`src/common/cpusd_map.svh`:
```
// register map, field positions, reset values and counts of the operand decode block
`ifndef CPUSD_MAP_SVH
`define CPUSD_MAP_SVH
// register word addresses
`define CPUSD_A_CTRL 4'h0
`define CPUSD_A_INDEX 4'h1
`define CPUSD_A_SP 4'h2
`define CPUSD_A_PC 4'h3
`define CPUSD_A_FLAGS 4'h4
`define CPUSD_A_FLAGUPD 4'h5
`define CPUSD_A_EA 4'h6
`define CPUSD_A_DATA 4'h7
`define CPUSD_A_STATUS 4'h8
// control register fields
`define CPUSD_C_START 0
`define CPUSD_C_MODE 4:1
`define CPUSD_C_BIT 7:5
`define CPUSD_C_CLASS 9:8
`define CPUSD_C_WIDE 10
`define CPUSD_C_STOP 11
`define CPUSD_C_KEEP 12
`define CPUSD_C_CFG 10:1
// flag update lanes: clear mask, set mask, take mask, result values
`define CPUSD_U_CLR 7:0
`define CPUSD_U_SET 15:8
`define CPUSD_U_TAKE 23:16
`define CPUSD_U_RES 31:24
// status bits
`define CPUSD_S_ERR 4
// condition flag positions and the implemented-bit mask
`define CPUSD_F_V 7
`define CPUSD_F_H 4
`define CPUSD_F_I 3
`define CPUSD_F_N 2
`define CPUSD_F_Z 1
`define CPUSD_F_C 0
`define CPUSD_CCR_MASK 8'h9f
// constants
`define CPUSD_MODE_LAST 4'hb
`define CPUSD_ENTER_BACKGROUND_OPCODE_OP 8'hff
`define CPUSD_SP_RST 16'h00ff
`define CPUSD_ZERO_PAGE 8'h00
`define CPUSD_INC 16'h0001
`define CPUSD_STRAP_WAIT 2'h2
`endif

```
`src/common/cpusd_pkg.sv`:
```
// types shared by the operand decode block
`default_nettype none
package cpusd_pkg;
  typedef enum logic [3:0] {
    direct_page_mode,
    full_address_mode,
    literal_operand_mode,
    literal_word_mode,
    index_plain_mode,
    index_post_increment_mode,
    index_byte_offset_mode,
    index_byte_offset_post_increment_mode,
    index_word_offset_mode,
    stack_byte_offset_mode,
    stack_word_offset_mode,
    relative_mode
  } cpusd_mode_type;
  typedef enum logic [1:0] {
    class_other,
    compare_branch_equal_op,
    memory_copy_op
  } cpusd_class_type;
  typedef enum logic [2:0] {
    cmd_none,
    cmd_halt,
    cmd_resume,
    single_step_command,
    tagged_resume_command,
    cmd_enable_debug
  } cpusd_dbg_cmd_type;
  typedef enum logic [2:0] {
    st_idle, st_opcode, st_byte1, st_byte2, st_calc, st_data_hi, st_data_lo, st_done
  } cpusd_state_type;
  typedef struct packed {
    logic [3:0] addr;
    logic [31:0] wdata;
    logic wr;
    logic rd;
  } cpusd_bus_req_type;
  typedef struct packed {
    logic valid;
    cpusd_dbg_cmd_type cmd;
  } cpusd_dbg_req_type;
  typedef struct packed {
    cpusd_state_type st;
    logic [12:0] ctrl;
    logic [15:0] ix;
    logic [15:0] sp;
    logic [15:0] pc;
    logic [15:0] ptr;
    logic [15:0] ea;
    logic [15:0] data;
    logic [7:0] condition_flags_register;
    logic [7:0] opc;
    logic [7:0] b1;
    logic [7:0] b2;
    logic stopped;
    logic bkg;
    logic dbg_en;
    logic trace;
    logic err;
    logic sync1;
    logic sync2;
    logic strap_done;
    logic [1:0] strap_cnt;
    logic [15:0] mem_addr;
    logic mem_rd;
    logic osc_on;
    logic min_on;
    logic cpu_on;
    logic [31:0] rdata;
  } cpusd_regs_type;
endpackage
`default_nettype wire

```
`src/rtl/cpusd_core.sv`:
```
// operand fetch and address engine with stop-mode and background debug control
//
// Strobed register access and the address map were decided locally.
`timescale 1ns/1ps
`default_nettype none
`include "cpusd_map.svh"
// What this block does
// - stop halts all clocks; keep option leaves minimum clocks for periodic wake
// - debug enable set by command or strap keeps oscillator running in stop
// - halt command during stop with debug enabled restarts clocks and enters background mode
// - enter-background opcode stops user execution and enters background mode
// - background exits only by reset, resume, single step or tagged resume
// - flags: overflow 7, half carry 4, mask 3, negative 2, zero 1, carry 0
// - each flag is kept, cleared, set or taken from the result
// - a word in memory is high byte first, low byte next address
// - direct page address is a zero upper byte and the operand byte
// - full address operand gives a complete sixteen bit address
// - branch target is next instruction address plus signed byte offset
// - plain post increment allowed only for compare-branch and memory copy; byte offset post increment only for compare-branch
// - index modes add unsigned byte or word offset to index pair
// - word offsets add modulo sixteen bits
// - stack modes add byte or word offset to stack pointer
// - word offset high byte first; byte offset sits in the low field
// - bit operations pick one bit position zero to seven
// - word literal holds high and low halves in two bytes
// - word literal high byte follows opcode, low byte after it
// - post increment adds one to index pair after the operand fetch
// - full address is read from the two bytes after the opcode, high first
module cpusd_core
  import cpusd_pkg::*;
(
  input wire logic clock,
  input wire logic rstn,
  input wire cpusd_bus_req_type bus_req,
  output logic [31:0] bus_rdata,
  input wire cpusd_dbg_req_type dbg_req,
  input wire logic wake_tick,
  input wire logic debug_link_pin,
  output logic [15:0] mem_addr,
  output logic mem_rd,
  input wire logic [7:0] mem_rdata,
  output logic osc_enable,
  output logic min_clock_enable,
  output logic cpu_clock_enable,
  output logic background_active
);

  // state and next state
  cpusd_regs_type s_reg;
  cpusd_regs_type s_next;

  // decoded control word
  cpusd_mode_type mode;
  cpusd_mode_type wmode;
  cpusd_class_type wcls;

  // bus terms and refusals
  logic idle;
  logic wr_ctrl;
  logic start_req;
  logic bad_mode;
  logic bad_inc;

  // operand shape, results
  logic wide;
  logic post_inc;
  logic [1:0] nbytes;
  logic [15:0] ea_calc;
  logic [7:0] bit_mask;

  // operand byte count per mode
  // relative falls to the default
  function automatic logic [1:0] bytes_of(input cpusd_mode_type m);
    case (m)
      index_plain_mode, index_post_increment_mode: bytes_of = 2'h0;
      full_address_mode, literal_word_mode: bytes_of = 2'h2;
      index_word_offset_mode, stack_word_offset_mode: bytes_of = 2'h2;
      default: bytes_of = 2'h1;
    endcase
  endfunction

  // clear, then set, then take result: take has the last word
  // spare bits 6, 5 masked
  function automatic logic [7:0] flag_apply(input logic [7:0] f, input logic [31:0] w);
    logic [7:0] v;
    v = (f & ~w[`CPUSD_U_CLR]) | w[`CPUSD_U_SET];
    v = (v & ~w[`CPUSD_U_TAKE]) | (w[`CPUSD_U_RES] & w[`CPUSD_U_TAKE]);
    flag_apply = v & `CPUSD_CCR_MASK;
  endfunction

  // effective address; all sums wrap at sixteen bits by width
  // word offsets: sign does not matter
  // relative adds to ptr past the offset
  function automatic logic [15:0] ea_of(input cpusd_regs_type s, input cpusd_mode_type m);
    case (m)
      direct_page_mode: ea_of = {`CPUSD_ZERO_PAGE, s.b1};
      full_address_mode: ea_of = {s.b1, s.b2};
      index_plain_mode, index_post_increment_mode: ea_of = s.ix;
      index_byte_offset_mode: ea_of = s.ix + {8'h00, s.b1};
      index_byte_offset_post_increment_mode: ea_of = s.ix + {8'h00, s.b1};
      index_word_offset_mode: ea_of = s.ix + {s.b1, s.b2};
      stack_byte_offset_mode: ea_of = s.sp + {8'h00, s.b1};
      stack_word_offset_mode: ea_of = s.sp + {s.b1, s.b2};
      relative_mode: ea_of = s.ptr + {{8{s.b1[7]}}, s.b1};
      default: ea_of = s.ptr;
    endcase
  endfunction

  // decode of the stored and the incoming control word
  assign mode = cpusd_mode_type'(s_reg.ctrl[`CPUSD_C_MODE]);
  assign wmode = cpusd_mode_type'(bus_req.wdata[`CPUSD_C_MODE]);
  assign wcls = cpusd_class_type'(bus_req.wdata[`CPUSD_C_CLASS]);
  assign idle = (s_reg.st == st_idle);

  // operand shape
  assign wide = s_reg.ctrl[`CPUSD_C_WIDE];
  assign nbytes = bytes_of(mode);
  assign ea_calc = ea_of(s_reg, mode);

  // one-hot bit number
  assign bit_mask = 8'h01 << s_reg.ctrl[`CPUSD_C_BIT];
  assign post_inc = (mode == index_post_increment_mode) ||
                    (mode == index_byte_offset_post_increment_mode);

  // control writes only when idle
  assign wr_ctrl = bus_req.wr && (bus_req.addr == `CPUSD_A_CTRL) && idle;
  assign start_req = wr_ctrl && bus_req.wdata[`CPUSD_C_START] &&
                     !bus_req.wdata[`CPUSD_C_STOP];

  // unknown mode codes
  assign bad_mode = bus_req.wdata[`CPUSD_C_MODE] > `CPUSD_MODE_LAST;

  // post increment forms outside their instructions are refused
  assign bad_inc = ((wmode == index_post_increment_mode) &&
                    (wcls != compare_branch_equal_op) && (wcls != memory_copy_op)) ||
                   ((wmode == index_byte_offset_post_increment_mode) &&
                    (wcls != compare_branch_equal_op));

  // all next-state logic
  always_comb begin
    // hold state; pulses drop
    s_next = s_reg;
    s_next.mem_rd = 1'b0;
    s_next.rdata = 32'h0;

    // register writes; ignored while an operand fetch is in flight
    if (bus_req.wr && idle) begin
      case (bus_req.addr)
        // start, stop not stored
        `CPUSD_A_CTRL: s_next.ctrl = {bus_req.wdata[`CPUSD_C_KEEP], 1'b0,
                                      bus_req.wdata[`CPUSD_C_CFG], 1'b0};
        `CPUSD_A_INDEX: s_next.ix = bus_req.wdata[15:0];
        `CPUSD_A_SP: s_next.sp = bus_req.wdata[15:0];
        `CPUSD_A_PC: s_next.pc = bus_req.wdata[15:0];
        // spare bits forced low
        `CPUSD_A_FLAGS: s_next.condition_flags_register = bus_req.wdata[7:0] & `CPUSD_CCR_MASK;
        // keep, clear, set or take
        `CPUSD_A_FLAGUPD: s_next.condition_flags_register = flag_apply(s_reg.condition_flags_register, bus_req.wdata);
        default: ;
      endcase
    end

    // fault flag: a new fault in the clearing cycle survives
    if (bus_req.wr && (bus_req.addr == `CPUSD_A_STATUS) &&
        bus_req.wdata[`CPUSD_S_ERR]) begin
      s_next.err = 1'b0;
    end
    // refused start only sets the fault flag; the control word is still stored
    if (start_req && (bad_mode || bad_inc)) begin
      s_next.err = 1'b1;
    end

    // strap: pin low when reset releases means start in background
    // sampled on the third edge
    s_next.sync1 = debug_link_pin;
    s_next.sync2 = s_reg.sync1;
    if (!s_reg.strap_done) begin
      if (s_reg.strap_cnt == `CPUSD_STRAP_WAIT) begin
        s_next.strap_done = 1'b1;
        if (!s_reg.sync2) begin
          s_next.bkg = 1'b1;
          s_next.dbg_en = 1'b1;
        end
      end else begin
        s_next.strap_cnt = s_reg.strap_cnt + 2'h1;
      end
    end

    // periodic wake only works when minimum clocks were kept
    // else only reset or halt ends it
    if (s_reg.stopped && wake_tick && s_reg.ctrl[`CPUSD_C_KEEP]) begin
      s_next.stopped = 1'b0;
    end
    // stop is taken only between instructions and outside background
    // stop wins over start
    if (wr_ctrl && bus_req.wdata[`CPUSD_C_STOP] && !s_reg.bkg) begin
      s_next.stopped = 1'b1;
    end

    // debug commands; the link is dead in stop unless the oscillator is held
    if (dbg_req.valid && (!s_reg.stopped || s_reg.dbg_en)) begin
      case (dbg_req.cmd)
        // wakes a stopped core
        cmd_halt: begin
          s_next.stopped = 1'b0;
          s_next.bkg = 1'b1;
        end
        // both resume forms
        cmd_resume, tagged_resume_command: begin
          s_next.bkg = 1'b0;
          s_next.trace = 1'b0;
        end
        // ignored outside background
        single_step_command: begin
          if (s_reg.bkg) begin
            s_next.bkg = 1'b0;
            s_next.trace = 1'b1;
          end
        end
        // sticky until reset
        cmd_enable_debug: s_next.dbg_en = 1'b1;
        default: ;
      endcase
    end

    // operand engine; placed after the debug commands so its background entry beats a resume
    case (s_reg.st)
      // wait for start
      st_idle: begin
        if (start_req && !bad_mode && !bad_inc && !s_reg.bkg && !s_reg.stopped) begin
          s_next.mem_addr = s_reg.pc;
          s_next.mem_rd = 1'b1;
          s_next.ptr = s_reg.pc + `CPUSD_INC;
          s_next.st = st_opcode;
        end
      end
      // opcode on the bus
      st_opcode: begin
        s_next.opc = mem_rdata;
        if (mem_rdata == `CPUSD_ENTER_BACKGROUND_OPCODE_OP) begin
          // breakpoint: pc stays on the opcode so the host sees where
          s_next.bkg = 1'b1;
          s_next.trace = 1'b0;
          s_next.st = st_idle;
        end else if (nbytes == 2'h0) begin
          s_next.st = st_calc;
        end else begin
          s_next.mem_addr = s_reg.ptr;
          s_next.mem_rd = 1'b1;
          s_next.ptr = s_reg.ptr + `CPUSD_INC;
          s_next.st = st_byte1;
        end
      end
      // operand field
      st_byte1: begin
        // first byte is the high half of a word field, or the whole byte field
        s_next.b1 = mem_rdata;
        if (nbytes == 2'h2) begin
          s_next.mem_addr = s_reg.ptr;
          s_next.mem_rd = 1'b1;
          s_next.ptr = s_reg.ptr + `CPUSD_INC;
          s_next.st = st_byte2;
        end else begin
          s_next.st = st_calc;
        end
      end
      // low operand byte
      st_byte2: begin
        s_next.b2 = mem_rdata;
        s_next.st = st_calc;
      end
      // address ready
      st_calc: begin
        // pc moves past operands here
        s_next.pc = s_reg.ptr;
        s_next.ea = ea_calc;
        if (mode == literal_operand_mode) begin
          s_next.data = {8'h00, s_reg.b1};
          s_next.st = st_done;
        end else if (mode == literal_word_mode) begin
          s_next.data = {s_reg.b1, s_reg.b2};
          s_next.st = st_done;
        end else if (mode == relative_mode) begin
          s_next.st = st_done;
        end else begin
          s_next.mem_addr = ea_calc;
          s_next.mem_rd = 1'b1;
          s_next.st = st_data_hi;
        end
      end
      // first data byte
      st_data_hi: begin
        if (wide) begin
          s_next.data = {mem_rdata, 8'h00};
          s_next.mem_addr = s_reg.ea + `CPUSD_INC;
          s_next.mem_rd = 1'b1;
          s_next.st = st_data_lo;
        end else begin
          s_next.data = {8'h00, mem_rdata};
          s_next.st = st_done;
        end
      end
      // low data byte
      st_data_lo: begin
        s_next.data = {s_reg.data[15:8], mem_rdata};
        s_next.st = st_done;
      end
      // end of instruction
      st_done: begin
        if (post_inc) begin
          s_next.ix = s_reg.ix + `CPUSD_INC;
        end
        // a single step ends back in background after one instruction
        if (s_reg.trace) begin
          s_next.bkg = 1'b1;
          s_next.trace = 1'b0;
        end
        s_next.st = st_idle;
      end
      // unused codes
      default: s_next.st = st_idle;
    endcase

    // clock enables follow the next stop and debug state
    // same edge as stopped
    s_next.cpu_on = !s_next.stopped;
    s_next.osc_on = !s_next.stopped || s_next.dbg_en;
    s_next.min_on = s_next.osc_on || s_next.ctrl[`CPUSD_C_KEEP];

    // read data stand only in the cycle after the strobe
    // spare addresses read zero
    if (bus_req.rd) begin
      case (bus_req.addr)
        `CPUSD_A_CTRL: s_next.rdata = {19'h0, s_reg.ctrl};
        `CPUSD_A_INDEX: s_next.rdata = {16'h0, s_reg.ix};
        `CPUSD_A_SP: s_next.rdata = {16'h0, s_reg.sp};
        `CPUSD_A_PC: s_next.rdata = {16'h0, s_reg.pc};
        `CPUSD_A_FLAGS: s_next.rdata = {24'h0, s_reg.condition_flags_register};
        `CPUSD_A_EA: s_next.rdata = {16'h0, s_reg.ea};
        `CPUSD_A_DATA: s_next.rdata = {16'h0, s_reg.data};
        // status word
        `CPUSD_A_STATUS: s_next.rdata = {8'h00, s_reg.opc, bit_mask, 2'h0, s_reg.trace,
                                         s_reg.err, s_reg.dbg_en, s_reg.stopped,
                                         s_reg.bkg, !idle};
        default: s_next.rdata = 32'h0;
      endcase
    end
  end

  // async reset loads constants only; strap is sampled later by the clock
  // pin reads idle-high at first
  always_ff @(posedge clock or negedge rstn) begin
    if (!rstn) begin
      s_reg <= '0;
      s_reg.sp <= `CPUSD_SP_RST;
      s_reg.sync1 <= 1'b1;
      s_reg.sync2 <= 1'b1;
      s_reg.osc_on <= 1'b1;
      s_reg.min_on <= 1'b1;
      s_reg.cpu_on <= 1'b1;
    end else begin
      s_reg <= s_next;
    end
  end

  // all outputs straight from the state register
  // no gate before a pin
  assign bus_rdata = s_reg.rdata;
  assign mem_addr = s_reg.mem_addr;
  assign mem_rd = s_reg.mem_rd;
  assign osc_enable = s_reg.osc_on;
  assign min_clock_enable = s_reg.min_on;
  assign cpu_clock_enable = s_reg.cpu_on;
  assign background_active = s_reg.bkg;

endmodule
`default_nettype wire

```
`config.mk`:
```
export PLATFORM = sky130hd
export DESIGN_NAME = cpusd_core
export DESIGN_NICKNAME = d
export VERILOG_FILES = /design/src/common/cpusd_pkg.sv /design/src/rtl/cpusd_core.sv
export VERILOG_INCLUDE_DIRS = /design/src /design/src/common
export SDC_FILE = /design/constraint.sdc
export NUM_CORES = 1
export LEC_CHECK = 0
export ABC_AREA = 0
export BUFFER_PORTS_ARGS = -buffer_cell sky130_fd_sc_hd__buf_2
export CORE_MARGIN = 2
export CORE_UTILIZATION = 50
export DETAILED_ROUTE_END_ITERATION = 6
export GPL_TIMING_DRIVEN = 0
export PLACE_DENSITY = 0.77
export SKIP_LAST_GASP = 1
export SYNTH_ARGS = -nofsm -noshare
export SYNTH_HDL_FRONTEND = slang
export SYNTH_SLANG_ARGS = --single-unit
```
`constraint.sdc`:
```
create_clock -name clock -period 6.65 [get_ports clock]
set_input_delay 1.33 -clock clock [delete_from_list [all_inputs] [get_ports clock]]
set_output_delay 1.33 -clock clock [all_outputs]
set_load 0.05 [all_outputs]
```
==> flow_summary.toml <==
[hold_path]
min_from = "s_next[55]"
hold_class = "reg -> reg"

[clock_tree]
path_clk_slew_ps = 90
cts_tree = "built"
htreeDepth = 4
clockRootBuffer = "clkbuf_16"
clock-sinks = 194
clock_latency_ps = 460
numCtsBuffers = 17
cts_hold_buf = 0
post_cts_resized = 0
post_cts_buffers = 0
clockBufferDepth = 2

[setup_path]
crit_start = "mode[2]"
critPathRequiredTime_ps = 6960
setup.worst_path.end_class = "flip-flop"
crit_chain = "clkbuf_1, nor2_1, and2_1, clkbuf_1, clkbuf_1, mux2_2, ha_1, a211oi_1, o211ai_1, a311oi_1, nor2_1, a221oi_1, xnor2_1, a211oi_1, o211ai_1"
cp_slowest_cell = "clkbuf_1"
cp.buffers_inverters = 3
path_delay_family = "compound AO/OA/AOI/OAI gates"
cp.arrival_ps = 5750
critPathLaunchType = "flip-flop"
worst-path-max-fanout = 10
crit_type = "reg -> reg"
worstReg2RegStart = "mode[2]"
slowest_delay_ps = 580
cpMostUsedCell = "clkbuf_1"

[power]
swShare_pct = 52.7
comb_power_share_pct = 57.7
p_sw_w = 0.00448
power.clock.fraction_pct = 12.4
p_leak_nw = 6.44
seqPwrFrac_pct = 29.9
power_density_mw_per_mm2 = 570
cellInternalPower_w = 0.00402
ir_worst_vdd_uv = 250

[timing]
final-hold-violation-count = 0
fin_ws_ps = 1210
finalSetupTns_ps = 0
clock_skew_ps = 21.2
rsz0062_at_grt = "no"
setup_viol = 0
maxSlewHeadroom_pct = 6.22
max_freq_mhz = 184
slew_viol_final = 0
fin_crit_ps = 5440
post-route-period-util_pct = 81.8
tightest_slew_ps = 1390

[job]
drv_cap = 0

[logic_synthesis]
synthSimpleGateAreaFrac_pct = 18.0
synth_enable_flop_cells = 0
synth_fa_ha_area_share_pct = 4.67
synth_area_mm2 = 0.0134
synth_compound_area_share_pct = 23.7
synth.distinct_cells = 77
syn_area_per_cell_um2 = 8.72
synth_seq_area_share_pct = 36.5
synth_ff_type = "dfrtp_1"
synth_top_family_by_area = "compound AO/OA/AOI/OAI gates"
ys_seq_elements = 194
synthCells = 1531
synth_warnings = 0
async_reset_ff_share_pct = 100
muxShareOfSynthArea_pct = 6.71
synth-xor-area-share_pct = 4.25

[routing]
first_iter_violations = 1827
postRouteAntennaNets = 0
drt_wl_total_mm = 49.3
firstDrtPassIters = 7
post_drt_wl_per_cell_um = 24.6
drc = 7
post_drt_via_cell_ratio = 6.69
num_vias = 13400

[grt]
grt.busiest_layer = "met2"
grt_use_total_pct = 35.1
antenna_found_initial = 0
grt_util_met2_pct = 53.6
grt_pass1_wl_mm = 74.8
grt_pass1_vias = 12600
grt_use_met3_pct = 8.18
grt_max_degree = 101
grt_remaining_overflow = 0
gr-usage-met1_pct = 47.3

[die]
dieArea_mm2 = 0.0280
num_rows = 59
start_util_pct = 51.1
core_mm2 = 0.0261
die_y_um = 167
ios = 107
dieWidth_um = 167

[finish]
synthToLayoutAreaGrowth_pct = 11.5
final_layout_size_suffix_gt1_share_pct = 16.9
nets = 1753
largest_reg_flops = 144
final_area_mm2 = 0.0149
diodes = 0

[placed_design]
dp_slack_ps = 1400
place_congestion = 1.07
io_buffers = 93
post_dp_cell_area_mm2 = 0.0143
post-dp-hpwl_mm = 37.2

[outcome]
violations = "DRC"
outcome = "finished with violations"
worst paths after layout:
check | end | slack [ps] | cells past startpoint
max in group asynchronous | s_reg[85] | 4780 | 2
worst min register to register | s_reg[55] | 360 | 0
worst min-delay path | s_reg[55] | 360 | 0
worst max register to register | mem_addr[15] | 1210 | 15
min in group asynchronous | mem_addr[14] | 880 | 1
worst max-delay path | mem_addr[15] | 1210 | 15
metal layers:
| layer | up-vias | share of wire [%] |
|---|---|---|
| met3 | 207 | 13 |
| met2 | 979 | 43 |
| li1 | 5841 | - |
| met4 | 2 | 5.8 |
| met5 | - | 0.095 |
| met1 | 6352 | 38 |
final cells by class:
cell class,instances,area (µm²)
plain buffers,146,747
inverters,23,86.3
well taps,335,419
clock inverters,14,161
multi-input cells,1175,7680
repair buffers,94,503
flip-flops and latches,194,4870
clock buffers,18,429
fillers,2374,11200
placed cells by master (no fill, tap or decap), drive strengths merged, types with 22 or more instances in the layout:
| cell | n |
|---|---|
| a21oi | 92 |
| a221oi | 22 |
| a222oi | 27 |
| a22oi | 52 |
| a31oi | 32 |
| and3 | 22 |
| buf | 165 |
| clkbuf | 93 |
| dfrtp | 181 |
| ha | 45 |
| inv | 30 |
| mux2 | 60 |
| mux2i | 22 |
| nand2 | 190 |
| nand3 | 23 |
| nor2 | 131 |
| nor3 | 29 |
| o21ai | 102 |
| xnor2 | 38 |
| xor2 | 26 |
cells by family (layout without fill, tap and decap cells):
| logic type | count (synthesis) | after routing |
|---|---|---|
| other cells | 1 | 8 |
| mux | 82 | 82 |
| fa+ha+maj | 48 | 48 |
| compound gates | 470 | 470 |
| xor+xnor | 64 | 64 |
| simple gates | 503 | 503 |
| buf+inv | 169 | 295 |
| flops | 194 | 194 |
synth_stat cells, drive strengths merged, types with 5 or more instances:
master / count / share of area, %
nand2: 190 / 5.4
dfrtp: 181 / 34
nor2: 131 / 3.7
o21ai: 102 / 3.8
a21oi: 92 / 3.4
clkbuf: 75 / 2.1
buf: 71 / 3.5
mux2: 60 / 5.1
a22oi: 52 / 2.9
ha: 45 / 4.2
xnor2: 38 / 2.5
a31oi: 32 / 1.5
nor3: 29 / 1.2
a222oi: 27 / 2.0
xor2: 26 / 1.8
inv: 23 / 0.65
nand3: 23 / 0.86
a221oi: 22 / 1.5
and3: 22 / 1.0
mux2i: 22 / 1.6
a211oi: 21 / 1.2
o211ai: 21 / 1.2
and2: 20 / 0.96
a21o: 18 / 1.0
nor2b: 14 / 0.66
a221o: 13 / 0.97
dfstp: 13 / 2.6
o22ai: 13 / 0.61
nand4: 12 / 0.56
nor4: 11 / 0.67
o31ai: 11 / 0.62
o21a: 10 / 0.56
nor3b: 9 / 0.54
nand2b: 8 / 0.37
or2: 8 / 0.37
or3: 8 / 0.37
a311oi: 6 / 0.39
a21boi: 5 / 0.28
nor4b: 5 / 0.37
through the flow:
step | hold slack (ps) | utilization, % | power [W] | instances
2_1_floorplan | 345 | - | 0.00560 | 1538
4_1_cts | 360 | 57.0 | 0.00828 | 1999
3_3_place_gp | 346 | 54.6 | 0.00709 | 1966
3_5_place_dp | 348 | 54.7 | 0.00722 | 1967
6_report | 360 | 57.0 | 0.00849 | 1999
5_1_grt | 367 | 57.0 | 0.00894 | 1999
worst reg2reg max path, cell delays in order (launching register included):
cell      delay, ps
dfrtp_1         420
clkbuf_1        270
nor2_1          300
and2_1          170
clkbuf_1        400
clkbuf_1        590
mux2_2          410
ha_1            230
a211oi_1        340
o211ai_1        240
a311oi_1        510
nor2_1          140
a221oi_1        450
xnor2_1         130
a211oi_1        530
o211ai_1        170
power groups by stage:
stage          registers [W]  logic [W]  clock network (W)
2_1_floorplan        0.00207    0.00354                  0
3_3_place_gp         0.00246    0.00463                  0
3_5_place_dp         0.00248    0.00474                  0
4_1_cts              0.00245    0.00477            0.00105
5_1_grt              0.00253    0.00531            0.00110
6_report             0.00254    0.00490            0.00105
(Power assumes the default switching activity.)
